===== config.mk =====
export PLATFORM = sky130hd
export DESIGN_NAME = host_message_formatter
export DESIGN_NICKNAME = d
export VERILOG_FILES = /design/src/host_msg_pkg.sv /design/src/host_msg_fifo.sv /design/src/host_message_formatter.sv
export SDC_FILE = /design/constraint.sdc
export NUM_CORES = 1
export LEC_CHECK = 0
export ABC_AREA = 1
export BUFFER_PORTS_ARGS = -buffer_cell sky130_fd_sc_hd__buf_2
export CAP_MARGIN = 0
export CORE_MARGIN = 2
export CORE_UTILIZATION = 62
export DETAILED_ROUTE_END_ITERATION = 10
export PLACE_DENSITY = 0.88
export SLEW_MARGIN = 20
export SYNTH_ARGS = -nofsm -noshare
export SYNTH_HDL_FRONTEND = slang
export SYNTH_SLANG_ARGS = --single-unit
export TNS_END_PERCENT = 10

===== constraint.sdc =====
create_clock -name clk -period 3.4 [get_ports clk]
set_input_delay 0.51 -clock clk [delete_from_list [all_inputs] [get_ports clk]]
set_output_delay 0.51 -clock clk [all_outputs]
set_load 0.005 [all_outputs]

===== src/host_msg_pkg.sv =====
package host_msg_pkg;

    // Control characters placed on the host link.
    localparam logic [7:0] CHAR_CR  = 8'h0d;
    localparam logic [7:0] CHAR_CAN = 8'h18;
    localparam logic [7:0] CHAR_STX = 8'h02;
    localparam logic [7:0] CHAR_BEL = 8'h07;

    // Error reporting mode that silences internal error reports.
    localparam logic [1:0] ERR_MODE_SILENT = 2'h2;

    // Buffer geometry between formatter and link.
    localparam int TX_FIFO_DEPTH = 32;
    localparam int TX_WORD_WIDTH = 9;

    // Values that settings and ports take after reset.
    localparam logic RST_ROUTE_SHARED = 1'b0;
    localparam logic RST_TX_VALID     = 1'b0;
    localparam logic [7:0] RST_TX_DATA = 8'h00;

    // Origin of each line offered to the formatter.
    typedef enum logic [2:0] {
        KIND_HOST    = 3'h0,
        KIND_PROGRAM = 3'h1,
        KIND_ERR_HOST = 3'h2,
        KIND_ERR_PROG = 3'h3,
        KIND_CTRL_M  = 3'h4
    } kind_t;

    // One byte of a line, with its origin and end mark.
    typedef struct packed {
        kind_t      kind;
        logic       last;
        logic [7:0] data;
    } msg_t;

    // One byte queued for the link, with its destination port.
    typedef struct packed {
        logic       shared;
        logic [7:0] data;
    } txw_t;

    // Formatter sequencing states.
    typedef enum logic [2:0] {
        ST_IDLE   = 3'h0,
        ST_PREFIX = 3'h1,
        ST_BODY   = 3'h2,
        ST_TERM   = 3'h3,
        ST_FLUSH  = 3'h4,
        ST_ECHO   = 3'h5,
        ST_DROP   = 3'h6
    } fmt_state_t;

    // True for lines that a controller program produced itself.
    function automatic logic isProgram(input kind_t k);
        return (k == KIND_PROGRAM) || (k == KIND_ERR_PROG);
    endfunction

    // True for error lines; unless silenced, they open with the bell, or the tag lead on tagged program errors.
    function automatic logic isError(input kind_t k);
        return (k == KIND_ERR_HOST) || (k == KIND_ERR_PROG);
    endfunction

endpackage


===== src/host_msg_fifo.sv =====
module host_msg_fifo
    import host_msg_pkg::*;
#(
    parameter int WIDTH = TX_WORD_WIDTH,
    parameter int DEPTH = TX_FIFO_DEPTH
) (
    // Clock and reset.
    input  wire logic             clk,
    input  wire logic             rst_n,
    input  wire logic             flush,
    // Filling side.
    input  wire logic             inValid,
    output logic                  inReady,
    input  wire logic [WIDTH-1:0] inData,
    // Draining side.
    output logic                  outValid,
    input  wire logic             outReady,
    output logic [WIDTH-1:0]      outData
);

    localparam int AW = $clog2(DEPTH);

    logic [WIDTH-1:0] mem [DEPTH];  // Storage words.
    logic [AW-1:0]    wrPtr;        // Next slot to write.
    logic [AW-1:0]    rdPtr;        // Next slot to read.
    logic [AW:0]      count;        // Words held.
    logic             doWr;         // Write accepted this cycle.
    logic             doRd;         // Read accepted this cycle.

    // Full and empty come from the true word count.
    assign inReady  = (count != (AW+1)'(DEPTH));
    assign outValid = (count != '0);
    assign outData  = mem[rdPtr];
    assign doWr     = inValid && inReady;
    assign doRd     = outValid && outReady;

    // Storage is written without reset; contents matter only when counted.
    always_ff @(posedge clk) begin
        if (doWr) begin
            mem[wrPtr] <= inData;
        end
    end

    // Pointers wrap at the depth; a flush empties the buffer at once.
    always_ff @(posedge clk) begin
        if (!rst_n || flush) begin
            wrPtr <= '0;
            rdPtr <= '0;
            count <= '0;
        end else begin
            if (doWr) begin
                wrPtr <= (wrPtr == AW'(DEPTH-1)) ? '0 : wrPtr + 1'b1;
            end
            if (doRd) begin
                rdPtr <= (rdPtr == AW'(DEPTH-1)) ? '0 : rdPtr + 1'b1;
            end
            count <= count + (AW+1)'(doWr) - (AW+1)'(doRd);
        end
    end

endmodule


===== src/host_message_formatter.sv =====
module host_message_formatter
    import host_msg_pkg::*;
(
    // Clock and reset.
    input  wire logic       clk,
    input  wire logic       rst_n,
    // Live settings.
    input  wire logic       returnSuppressSetting,
    input  wire logic [1:0] errorReportMode,
    input  wire logic       sharedMemoryAsciiEnable,
    // Echo and tag setting writes and save command.
    input  wire logic       cfgWrite,
    input  wire logic       cfgEcho,
    input  wire logic       cfgTag,
    input  wire logic       saveCmd,
    // Saved echo and tag values from non-volatile storage.
    input  wire logic       nvEcho,
    input  wire logic       nvTag,
    // Values handed to non-volatile storage on save.
    output logic            nvWrite,
    output logic            nvEchoOut,
    output logic            nvTagOut,
    // Settings in force.
    output logic            clearEchoSetting,
    output logic            internalTagSetting,
    // Host receive events.
    input  wire logic       rxCmdValid,
    input  wire logic       rxCmdShared,
    input  wire logic       rxCtrlX,
    // Line bytes from programs and command handler.
    input  wire logic       msgValid,
    input  wire msg_t       msg,
    output logic            msgReady,
    // Formatted byte stream to the host.
    output logic            txValid,
    input  wire logic       txReady,
    output logic [7:0]      txData,
    output logic            txShared
);

    fmt_state_t state;        // Formatter state.
    msg_t       hold;         // Byte taken from the line source.
    logic       holdFull;     // Holding register occupied.
    logic       next_holdFull; // Occupancy for the next cycle.
    logic       consume;      // Formatter uses the held byte.
    kind_t      lineKind;     // Origin of the line in progress.
    logic       needCr;       // Line in progress ends with CR.
    logic       lineOpen;     // Last byte of the line not yet taken.
    logic       ctrlXPending; // Control-X seen, flush not yet done.
    logic       routeShared;  // Port of the most recent command.
    logic       pushValid;    // Byte offered to the buffer.
    logic [7:0] pushByte;     // That byte.
    logic       fifoInReady;  // Buffer has room.
    logic       fifoOutValid; // Buffer holds a byte.
    txw_t       fifoOut;      // Oldest buffered byte.
    logic       fifoOutReady; // Output stage takes that byte.
    logic       flushing;     // Buffer and output stage are cleared.

    // Echo and tag load the saved values at reset and follow writes after.
    always_ff @(posedge clk) begin
        if (!rst_n) begin
            clearEchoSetting   <= nvEcho;
            internalTagSetting <= nvTag;
        end else if (cfgWrite) begin
            clearEchoSetting   <= cfgEcho;
            internalTagSetting <= cfgTag;
        end
    end

    // A save command copies the settings in force to storage.
    always_ff @(posedge clk) begin
        if (!rst_n) begin
            nvWrite   <= 1'b0;
            nvEchoOut <= 1'b0;
            nvTagOut  <= 1'b0;
        end else begin
            nvWrite <= saveCmd;
            if (saveCmd) begin
                nvEchoOut <= clearEchoSetting;
                nvTagOut  <= internalTagSetting;
            end
        end
    end

    // Responses follow the port that delivered the latest command while sharedMemoryAsciiEnable is set; otherwise the non-shared port.
    always_ff @(posedge clk) begin
        if (!rst_n) begin
            routeShared <= RST_ROUTE_SHARED;
        end else if (!sharedMemoryAsciiEnable) begin
            routeShared <= 1'b0;
        end else if (rxCmdValid) begin
            routeShared <= rxCmdShared;
        end
    end

    // A control-X arriving as the flush starts is kept, so set wins.
    always_ff @(posedge clk) begin
        if (!rst_n) begin
            ctrlXPending <= 1'b0;
        end else begin
            ctrlXPending <= rxCtrlX || (ctrlXPending && state != ST_FLUSH);
        end
    end

    // Holding register lets the ready output come from a flip-flop.
    assign next_holdFull = (holdFull && !consume) || (msgValid && msgReady);

    // Take a new byte only while the holding register is free.
    always_ff @(posedge clk) begin
        if (!rst_n) begin
            holdFull <= 1'b0;
            msgReady <= 1'b0;
            hold     <= '0;
        end else begin
            holdFull <= next_holdFull;
            msgReady <= !next_holdFull;
            if (msgValid && msgReady) begin
                hold <= msg;
            end
        end
    end

    // Buffer writes and use of the held byte, per state.
    always_comb begin
        pushValid = 1'b0;
        pushByte  = CHAR_CR;
        consume   = 1'b0;
        flushing  = (state == ST_FLUSH);
        case (state)
            ST_IDLE: begin
                // A send-control-M byte becomes one CR on its own.
                if (!ctrlXPending && holdFull && hold.kind == KIND_CTRL_M) begin
                    pushValid = 1'b1;
                    pushByte  = CHAR_CR;
                    consume   = fifoInReady;
                end
            end
            ST_PREFIX: begin
                // Tag lead replaces the bell on program lines; host errors and untagged errors keep the bell.
                pushValid = !ctrlXPending;
                pushByte  = (internalTagSetting && isProgram(lineKind)) ? CHAR_STX : CHAR_BEL;
            end
            ST_BODY: begin
                // Line text passes through unchanged.
                pushValid = !ctrlXPending && holdFull;
                pushByte  = hold.data;
                consume   = pushValid && fifoInReady;
            end
            ST_TERM: begin
                // Closing carriage return of the line.
                pushValid = !ctrlXPending;
                pushByte  = CHAR_CR;
            end
            ST_ECHO: begin
                // Echo is written only into the freshly emptied buffer.
                pushValid = 1'b1;
                pushByte  = CHAR_CAN;
            end
            ST_DROP: begin
                // Discard the rest of an aborted or silenced line.
                consume = holdFull;
            end
            default: begin
                pushValid = 1'b0;
            end
        endcase
    end

    // Line sequencing; a pending control-X preempts any line.
    always_ff @(posedge clk) begin
        if (!rst_n) begin
            state    <= ST_IDLE;
            lineKind <= KIND_HOST;
            needCr   <= 1'b0;
            lineOpen <= 1'b0;
        end else begin
            if (consume && hold.last) begin
                lineOpen <= 1'b0;
            end
            case (state)
                ST_IDLE: begin
                    if (ctrlXPending) begin
                        state <= ST_FLUSH;
                    end else if (holdFull && hold.kind != KIND_CTRL_M) begin
                        lineKind <= hold.kind;
                        lineOpen <= 1'b1;
                        // Host replies always close; program lines close
                        // unless suppressed, and tagged ones close anyway.
                        needCr <= !isProgram(hold.kind) || !returnSuppressSetting
                                  || internalTagSetting;
                        if (hold.kind == KIND_ERR_PROG && errorReportMode == ERR_MODE_SILENT) begin
                            state <= ST_DROP;
                        end else if (isError(hold.kind)
                                     || (internalTagSetting && hold.kind == KIND_PROGRAM)) begin
                            state <= ST_PREFIX;
                        end else begin
                            state <= ST_BODY;
                        end
                    end
                end
                ST_PREFIX: begin
                    if (ctrlXPending) begin
                        state <= ST_FLUSH;
                    end else if (fifoInReady) begin
                        state <= ST_BODY;
                    end
                end
                ST_BODY: begin
                    if (ctrlXPending) begin
                        state <= ST_FLUSH;
                    end else if (consume && hold.last) begin
                        state <= needCr ? ST_TERM : ST_IDLE;
                    end
                end
                ST_TERM: begin
                    if (ctrlXPending) begin
                        state <= ST_FLUSH;
                    end else if (fifoInReady) begin
                        state <= ST_IDLE;
                    end
                end
                ST_FLUSH: begin
                    if (clearEchoSetting) begin
                        state <= ST_ECHO;
                    end else begin
                        state <= lineOpen ? ST_DROP : ST_IDLE;
                    end
                end
                ST_ECHO: begin
                    state <= lineOpen ? ST_DROP : ST_IDLE;
                end
                ST_DROP: begin
                    if (ctrlXPending) begin
                        state <= ST_FLUSH;
                    end else if (!lineOpen || (consume && hold.last)) begin
                        state <= ST_IDLE;
                    end
                end
                default: begin
                    state <= ST_IDLE;
                end
            endcase
        end
    end

    // Buffer between formatter and link; the link may stall it.
    host_msg_fifo #(
        .WIDTH (TX_WORD_WIDTH),
        .DEPTH (TX_FIFO_DEPTH)
    ) u_fifo (
        .clk      (clk),
        .rst_n    (rst_n),
        .flush    (flushing),
        .inValid  (pushValid),
        .inReady  (fifoInReady),
        .inData   ({routeShared, pushByte}),
        .outValid (fifoOutValid),
        .outReady (fifoOutReady),
        .outData  (fifoOut)
    );

    // Output stage refills when it is empty or being taken, except during a flush.
    assign fifoOutReady = !flushing && (!txValid || txReady);

    // Registered link outputs; a flush also drops the staged byte.
    always_ff @(posedge clk) begin
        if (!rst_n || flushing) begin
            txValid  <= RST_TX_VALID;
            txData   <= RST_TX_DATA;
            txShared <= RST_ROUTE_SHARED;
        end else if (fifoOutReady) begin
            txValid <= fifoOutValid;
            if (fifoOutValid) begin
                txData   <= fifoOut.data;
                txShared <= fifoOut.shared;
            end
        end
    end
endmodule


==> reports/results.ini, run 1 <==
[status]
status=finished, final reports clean

[power]
power.leakage_nw=5.94
powerDensity_mw_per_mm2=768
ir_drop_mv=0.544

[timing]
worst_pin_slew_ns=1.03
fin_setup_tns_ns=0
rsz0062_at_grt=no
final_max_slew_viol_count=0
finalHoldViolCount=0
timing.final.crit_share=0.850
period_minus_slack_ns=2.89
skew_ns=0.0221
slew-limit-headroom=0.313
finalSetupViolations=0
fmaxAchievable_ghz=0.346

[yosys]
synth_area_per_cell_sq_um=10.7
yosysTopAreaCellShare=0.611
synth_most_common_cell=nand2_1
yosysTopAreaCell=edfxtp_1
syn_inst=1328
synthTopCellsByArea=edfxtp_1 61%, nand2_1 9.7%, dfxtp_1 7.3%
synth_edf_count=290
synth-main-ff-cell=edfxtp_1
syn_nets=1374
ys_top_cells_by_count=369 x nand2_1, 290 x edfxtp_1, 184 x nand3_1
yosys_register_bits=342
synth_seq_area_share=0.684
ys_types=33
syn_area_sq_mm=0.0143
synth-async-reset-ratio=0
ys.warnings.count=0

[critical_path]
worstPathCellList=inv_2 > nand3_2 > nand2_1 > nand3_1 > nand3_1 > nand2_1 > inv_2 > ha_1 > fa_1 > nand2_1 > inv_1 > o21ai_0 > nand3_1 > a21oi_1
critPathKind=flop to flop
arrival_ns=3.38
max_stage_delay_ns=0.53
worstPathRequired_ns=3.89
critPathMaxFanout=12
crit_slowest_cell=dfxtp_1
worstSetupStartpointType=flop
setup.worst_path.end_class=flop

[clock_tree]
cts-root-buf=clkbuf_16
cts.repair.resized=0
cts_hold_buf=0
worstSkewPairLatency_ns=0.57
clk_pin_slew_ns=0.07
cts_made_buffers=31
h-tree-depth=1
cts_setup_buffers=0
cts.sinks=342
cts_tree=done
cts.path.max_buffers=3

[run]
drv_cap=0

[layout]
layout-drive-gt1-share=0.0987
area_growth_pct=10.1
finalNetCount=1409
final_area_sq_mm=0.0157
fill_cells=1504
diodes=0

[drt]
drt_iter0_markers=1154
firstDrtPassIters=6
wl_per_cell_um=20.2
routed-via-count=10200
drt_wl_total_um=33800
vias_per_cell=6.10
ant_nets=0
route.detailed.drc=0

[die]
ios=45
initial_core_util=0.631
dieWidth_um=156
dieArea_sq_mm=0.0242
rows=55
core_area_sq_mm=0.0226
die_y_um=156

[placement]
place_area_sq_mm=0.0147
io_buffers=44
hpwl_um=20700
place_congestion=0.908

[grt]
grt_pass1_wl_um=52700
track_usage=0.284
grt_pass1_vias=9842
antenna_found_initial=0
grt_max_degree=94
grt-ovfl-total=0

[worst_hold_path]
hold_path.class=input pin to flop

-- cell usage in the layout (no fill, tap or decap), types with 11 or more instances in the layout --
master / netlist / layout
buf_2: 22 / 44
a21oi_1: 39 / 39
clkinv_1: 2 / 13
ha_1: 16 / 16
nand2_1: 369 / 369
o211ai_1: 29 / 29
buf_4: 8 / 22
nand3_1: 184 / 184
dfxtp_1: 52 / 49
o21ai_0: 53 / 53
edfxtp_1: 290 / 290
inv_1: 58 / 58
nand4_1: 11 / 11
nor2_1: 117 / 113
clkbuf_16: 0 / 31
-- state kept, by name (all words and copies together) (netlist names) --
| register | flops |
|---|---|
| ctrlXPending | 1 |
| state | 3 |
| txValid | 1 |
| internalTagSetting | 1 |
| hold | 12 |
| holdFull | 1 |
| txShared | 1 |
| u_fifo.mem | 288 |
| u_fifo.count | 6 |
| clearEchoSetting | 1 |
| nvTagOut | 1 |
| lineKind | 2 |
| msgReady | 1 |
| routeShared | 1 |
| u_fifo.wrPtr | 5 |
| needCr | 1 |
| nvEchoOut | 1 |
| lineOpen | 1 |
| txData | 8 |
| nvWrite | 1 |
| u_fifo.rdPtr | 5 |
-- power breakdown --
group / internal (W) / switching, W / total [W]
clock network: 0.00189 / 0.00146 / 0.00335
logic: 0.000916 / 0.00257 / 0.00349
registers: 0.00505 / 0.000165 / 0.00521
total: 0.00785 / 0.00420 / 0.0120
-- per-layer routing --
layer | wire [um] | global-route usage | vias up
met5 | 0 | 0 | -
met4 | 1500 | 0.140 | 0
met3 | 3680 | 0.0533 | 104
met2 | 16100 | 0.458 | 660
met1 | 12500 | 0.377 | 4786
li1 | - | - | 4654
-- stage by stage --
| stage | cells | setup slack (ns) | utilization | total power (W) | hold WS (ns) |
|---|---|---|---|---|---|
| 3_3_place_gp | 1615 | 0.682 | 0.652 | 0.00851 | 0.465 |
| 5_1_grt | 1673 | 0.214 | 0.695 | 0.0126 | 0.110 |
| 4_1_cts | 1673 | 0.550 | 0.695 | 0.0120 | 0.116 |
| 2_1_floorplan | 1328 | 0.940 | - | 0.00748 | 0.429 |
| 3_5_place_dp | 1615 | 0.584 | 0.652 | 0.00865 | 0.474 |
| 6_report | 1673 | 0.510 | 0.695 | 0.0120 | 0.132 |
-- final timing paths --
kind                            startpoint         endpoint  slack, ns  depth (start not counted)
worst max-delay path              state[2]  u_fifo.count[4]       0.51                         14
worst min-delay path            rxCmdValid      routeShared       0.13                          2
worst max register to register    state[2]  u_fifo.count[4]       0.51                         14
worst min register to register     hold[5]          hold[5]       0.48                          2
-- area by class of cell --
cell class                      instances  area, sq um  share of cell area
Sequential cell                       342         9760               0.621
Multi-Input combinational cell        852         3940               0.251
Clock buffer                           35          791              0.0504
Timing Repair Buffer                   67          405              0.0258
Tap cell                              285          357              0.0227
Inverter                               69          262              0.0167
Clock inverter                         23          184              0.0117
-- cells by family (layout without fill, tap and decap cells) --
group | after synthesis | count (layout) | synth area share
and+or+nand+nor | 701 | 701 | 0.207
DFF | 342 | 342 | 0.684
buffers and inverters | 134 | 194 | 0.0399
AOI/OAI and AO/OA | 133 | 133 | 0.0532
adders and majority gates | 17 | 17 | 0.0155
xor gates and xnor gates | 1 | 1 | 0.000615
-- worst max-delay path: cells and delay by family, from the launching register on --
family | cells | cell delay (ns)
AO/OA/AOI/OAI | 2 | 0.37
adder cells (fa/ha/maj) | 2 | 0.69
flip-flops | 1 | 0.53
AND/OR/NAND/NOR | 7 | 0.92
buffers and inverters | 3 | 0.30
Note: power is estimated with default switching activity, not from simulation.
==> inputs of run 2 (changes only) <==
- PLACE_DENSITY: 0.88 -> 0.8
==> run 2 against run 1 <==
Wire length is 1.1% lower. Sequential power hardly changed. Worst setup slack better by 0.059 ns. Final cell count is 0.12% higher. Clock-buffer cell count is 13 higher. Clock power is 13% higher. Maximum frequency is 2.1% higher. Via count is 2.7% lower. Design area is 1.2% higher. Register-to-register slack better by 0.06 ns. Critical endpoint unchanged. Largest cell class unchanged.
==> reports/results.ini, run 2 (synthesis results as in run 1) <==
[status]
status=finished, final reports clean

[layout]
area_growth_pct=11.4
diodes=0
layout-drive-gt1-share=0.102
final_util=0.704
largest_reg_flops=288
final_common_cell=nand2_1
final_cell_mix=369 x nand2_1, 290 x edfxtp_1, 184 x nand3_1
finalNetCount=1411
top_regs=u_fifo.mem x288, hold x12, txData x8
top_register=u_fifo.mem

[clock_tree]
cts-root-buf=clkbuf_16
cts_made_buffers=35
worstSkewPairLatency_ns=0.52
h-tree-depth=2
cts_tree=done
cts.repair.resized=0
cts_hold_buf=0
clk_pin_slew_ns=0.06
cts.path.max_buffers=3
cts.sinks=342
cts_setup_buffers=0

[critical_path]
crit_start=state[2]
worstSetupStartpointType=flop
reg2reg_setup_slack_ns=0.57
crit_family=simple AND/OR/NAND/NOR gates
r2r_start=state[2]
cp_num_buf_inv=3
critPathMaxFanout=12
critPathKind=flop to flop
worstPathCellList=inv_2 > nand3_2 > nand2_1 > nand3_1 > nand3_1 > nand2_1 > inv_2 > ha_1 > fa_1 > nand2_1 > inv_1 > o21ai_0 > a21o_1 > a21oi_1
setup.worst_path.end_class=flop
crit_path_frequent_cell=nand2_1
crit_slowest_cell=dfxtp_1
max_stage_delay_ns=0.52
arrival_ns=3.23
worstPathRequired_ns=3.80
r2r-end=u_fifo.count[4]
r2r_cells=14

[timing]
period_minus_slack_ns=2.83
skew_ns=0.0244
rsz0062_at_grt=no
fmaxAchievable_ghz=0.353
timing.final.crit_share=0.833
worst_pin_slew_ns=0.886
final_max_slew_viol_count=0
finalSetupViolations=0
finalHoldViolCount=0
fin_setup_tns_ns=0
slew-limit-headroom=0.409
fin_hold_ws_ns=0.177

[die]
initial_core_util=0.631
dieArea_sq_mm=0.0242
core_area_sq_mm=0.0226
die_y_um=156
ios=45
rows=55
dieWidth_um=156

[grt]
grt_max_degree=148
grt_pass1_wl_um=51300
grt-ovfl-total=0
track_usage=0.280
antenna_found_initial=0
grt_pass1_vias=9640

[worst_hold_path]
hp-start=rxCmdValid
hold_path.class=input pin to flop
hold_depth=2
hold_end=routeShared

[drt]
vias_per_cell=5.92
drt_iter0_markers=1210
ant_nets=0
route.detailed.drc=0
routed-via-count=9924
wl_per_cell_um=20.0
firstDrtPassIters=6
drt_wl_total_um=33400

[power]
power.leakage_nw=6.02
ir_drop_mv=0.532
powerDensity_mw_per_mm2=782

[placement]
place_congestion=0.951
hpwl_um=20800
io_buffers=44

[run]
drv_cap=0

==> run 2: layout make-up <==
| class | instances | area (sq um) |
|---|---|---|
| well taps | 285 | 357 |
| repair buffers | 65 | 428 |
| multi-input cells | 852 | 3940 |
| clock inverters | 14 | 160 |
| flip-flops and latches | 342 | 9760 |
| inverters | 69 | 262 |
| clock buffers | 48 | 977 |
| fillers | 1551 | 6690 |
==> run 2: how the worst max path moves through the flow <==
stage	to	slack [ns]	cells after the start
floorplan	u_fifo.count[4]	0.94	14
global placement	u_fifo.count[4]	0.67	14
detailed placement	u_fifo.count[4]	0.63	14
CTS	u_fifo.count[4]	0.62	14
global route	u_fifo.count[4]	0.33	14
finish	u_fifo.count[4]	0.57	14
==> run 2: worst reg2reg max path: stages, from the launching register on <==
cell and delay [ns]:
dfxtp_1 0.52, inv_2 0.08, nand3_2 0.17, nand2_1 0.10, nand3_1 0.07, nand3_1 0.06, nand2_1 0.35, inv_2 0.18
ha_1 0.28, fa_1 0.41, nand2_1 0.07, inv_1 0.04, o21ai_0 0.20, a21o_1 0.14, a21oi_1 0.05
==> run 2: power by group <==
group          switching (W)  internal [W]
Clock                0.00154       0.00225
Combinational        0.00250      0.000926
Sequential          0.000160       0.00505
Total                0.00419       0.00823
==> run 2: metrics by stage <==
step | worst slack, ns | std cells | total power, W | cell area [sq um]
2_1_floorplan | 0.940 | 1328 | 0.00748 | 14300
3_3_place_gp | 0.672 | 1613 | 0.00855 | 14700
3_5_place_dp | 0.625 | 1613 | 0.00864 | 14700
4_1_cts | 0.623 | 1675 | 0.0124 | 15900
5_1_grt | 0.333 | 1675 | 0.0130 | 15900
6_report | 0.569 | 1675 | 0.0124 | 15900
==> run 2: metal layers <==
metal	share of wire	global-route usage	vias to the layer above
li1	-	-	4670
met1	0.38	0.359	4604
met2	0.48	0.471	534
met3	0.093	0.0542	116
met4	0.043	0.121	0
met5	0	0	-
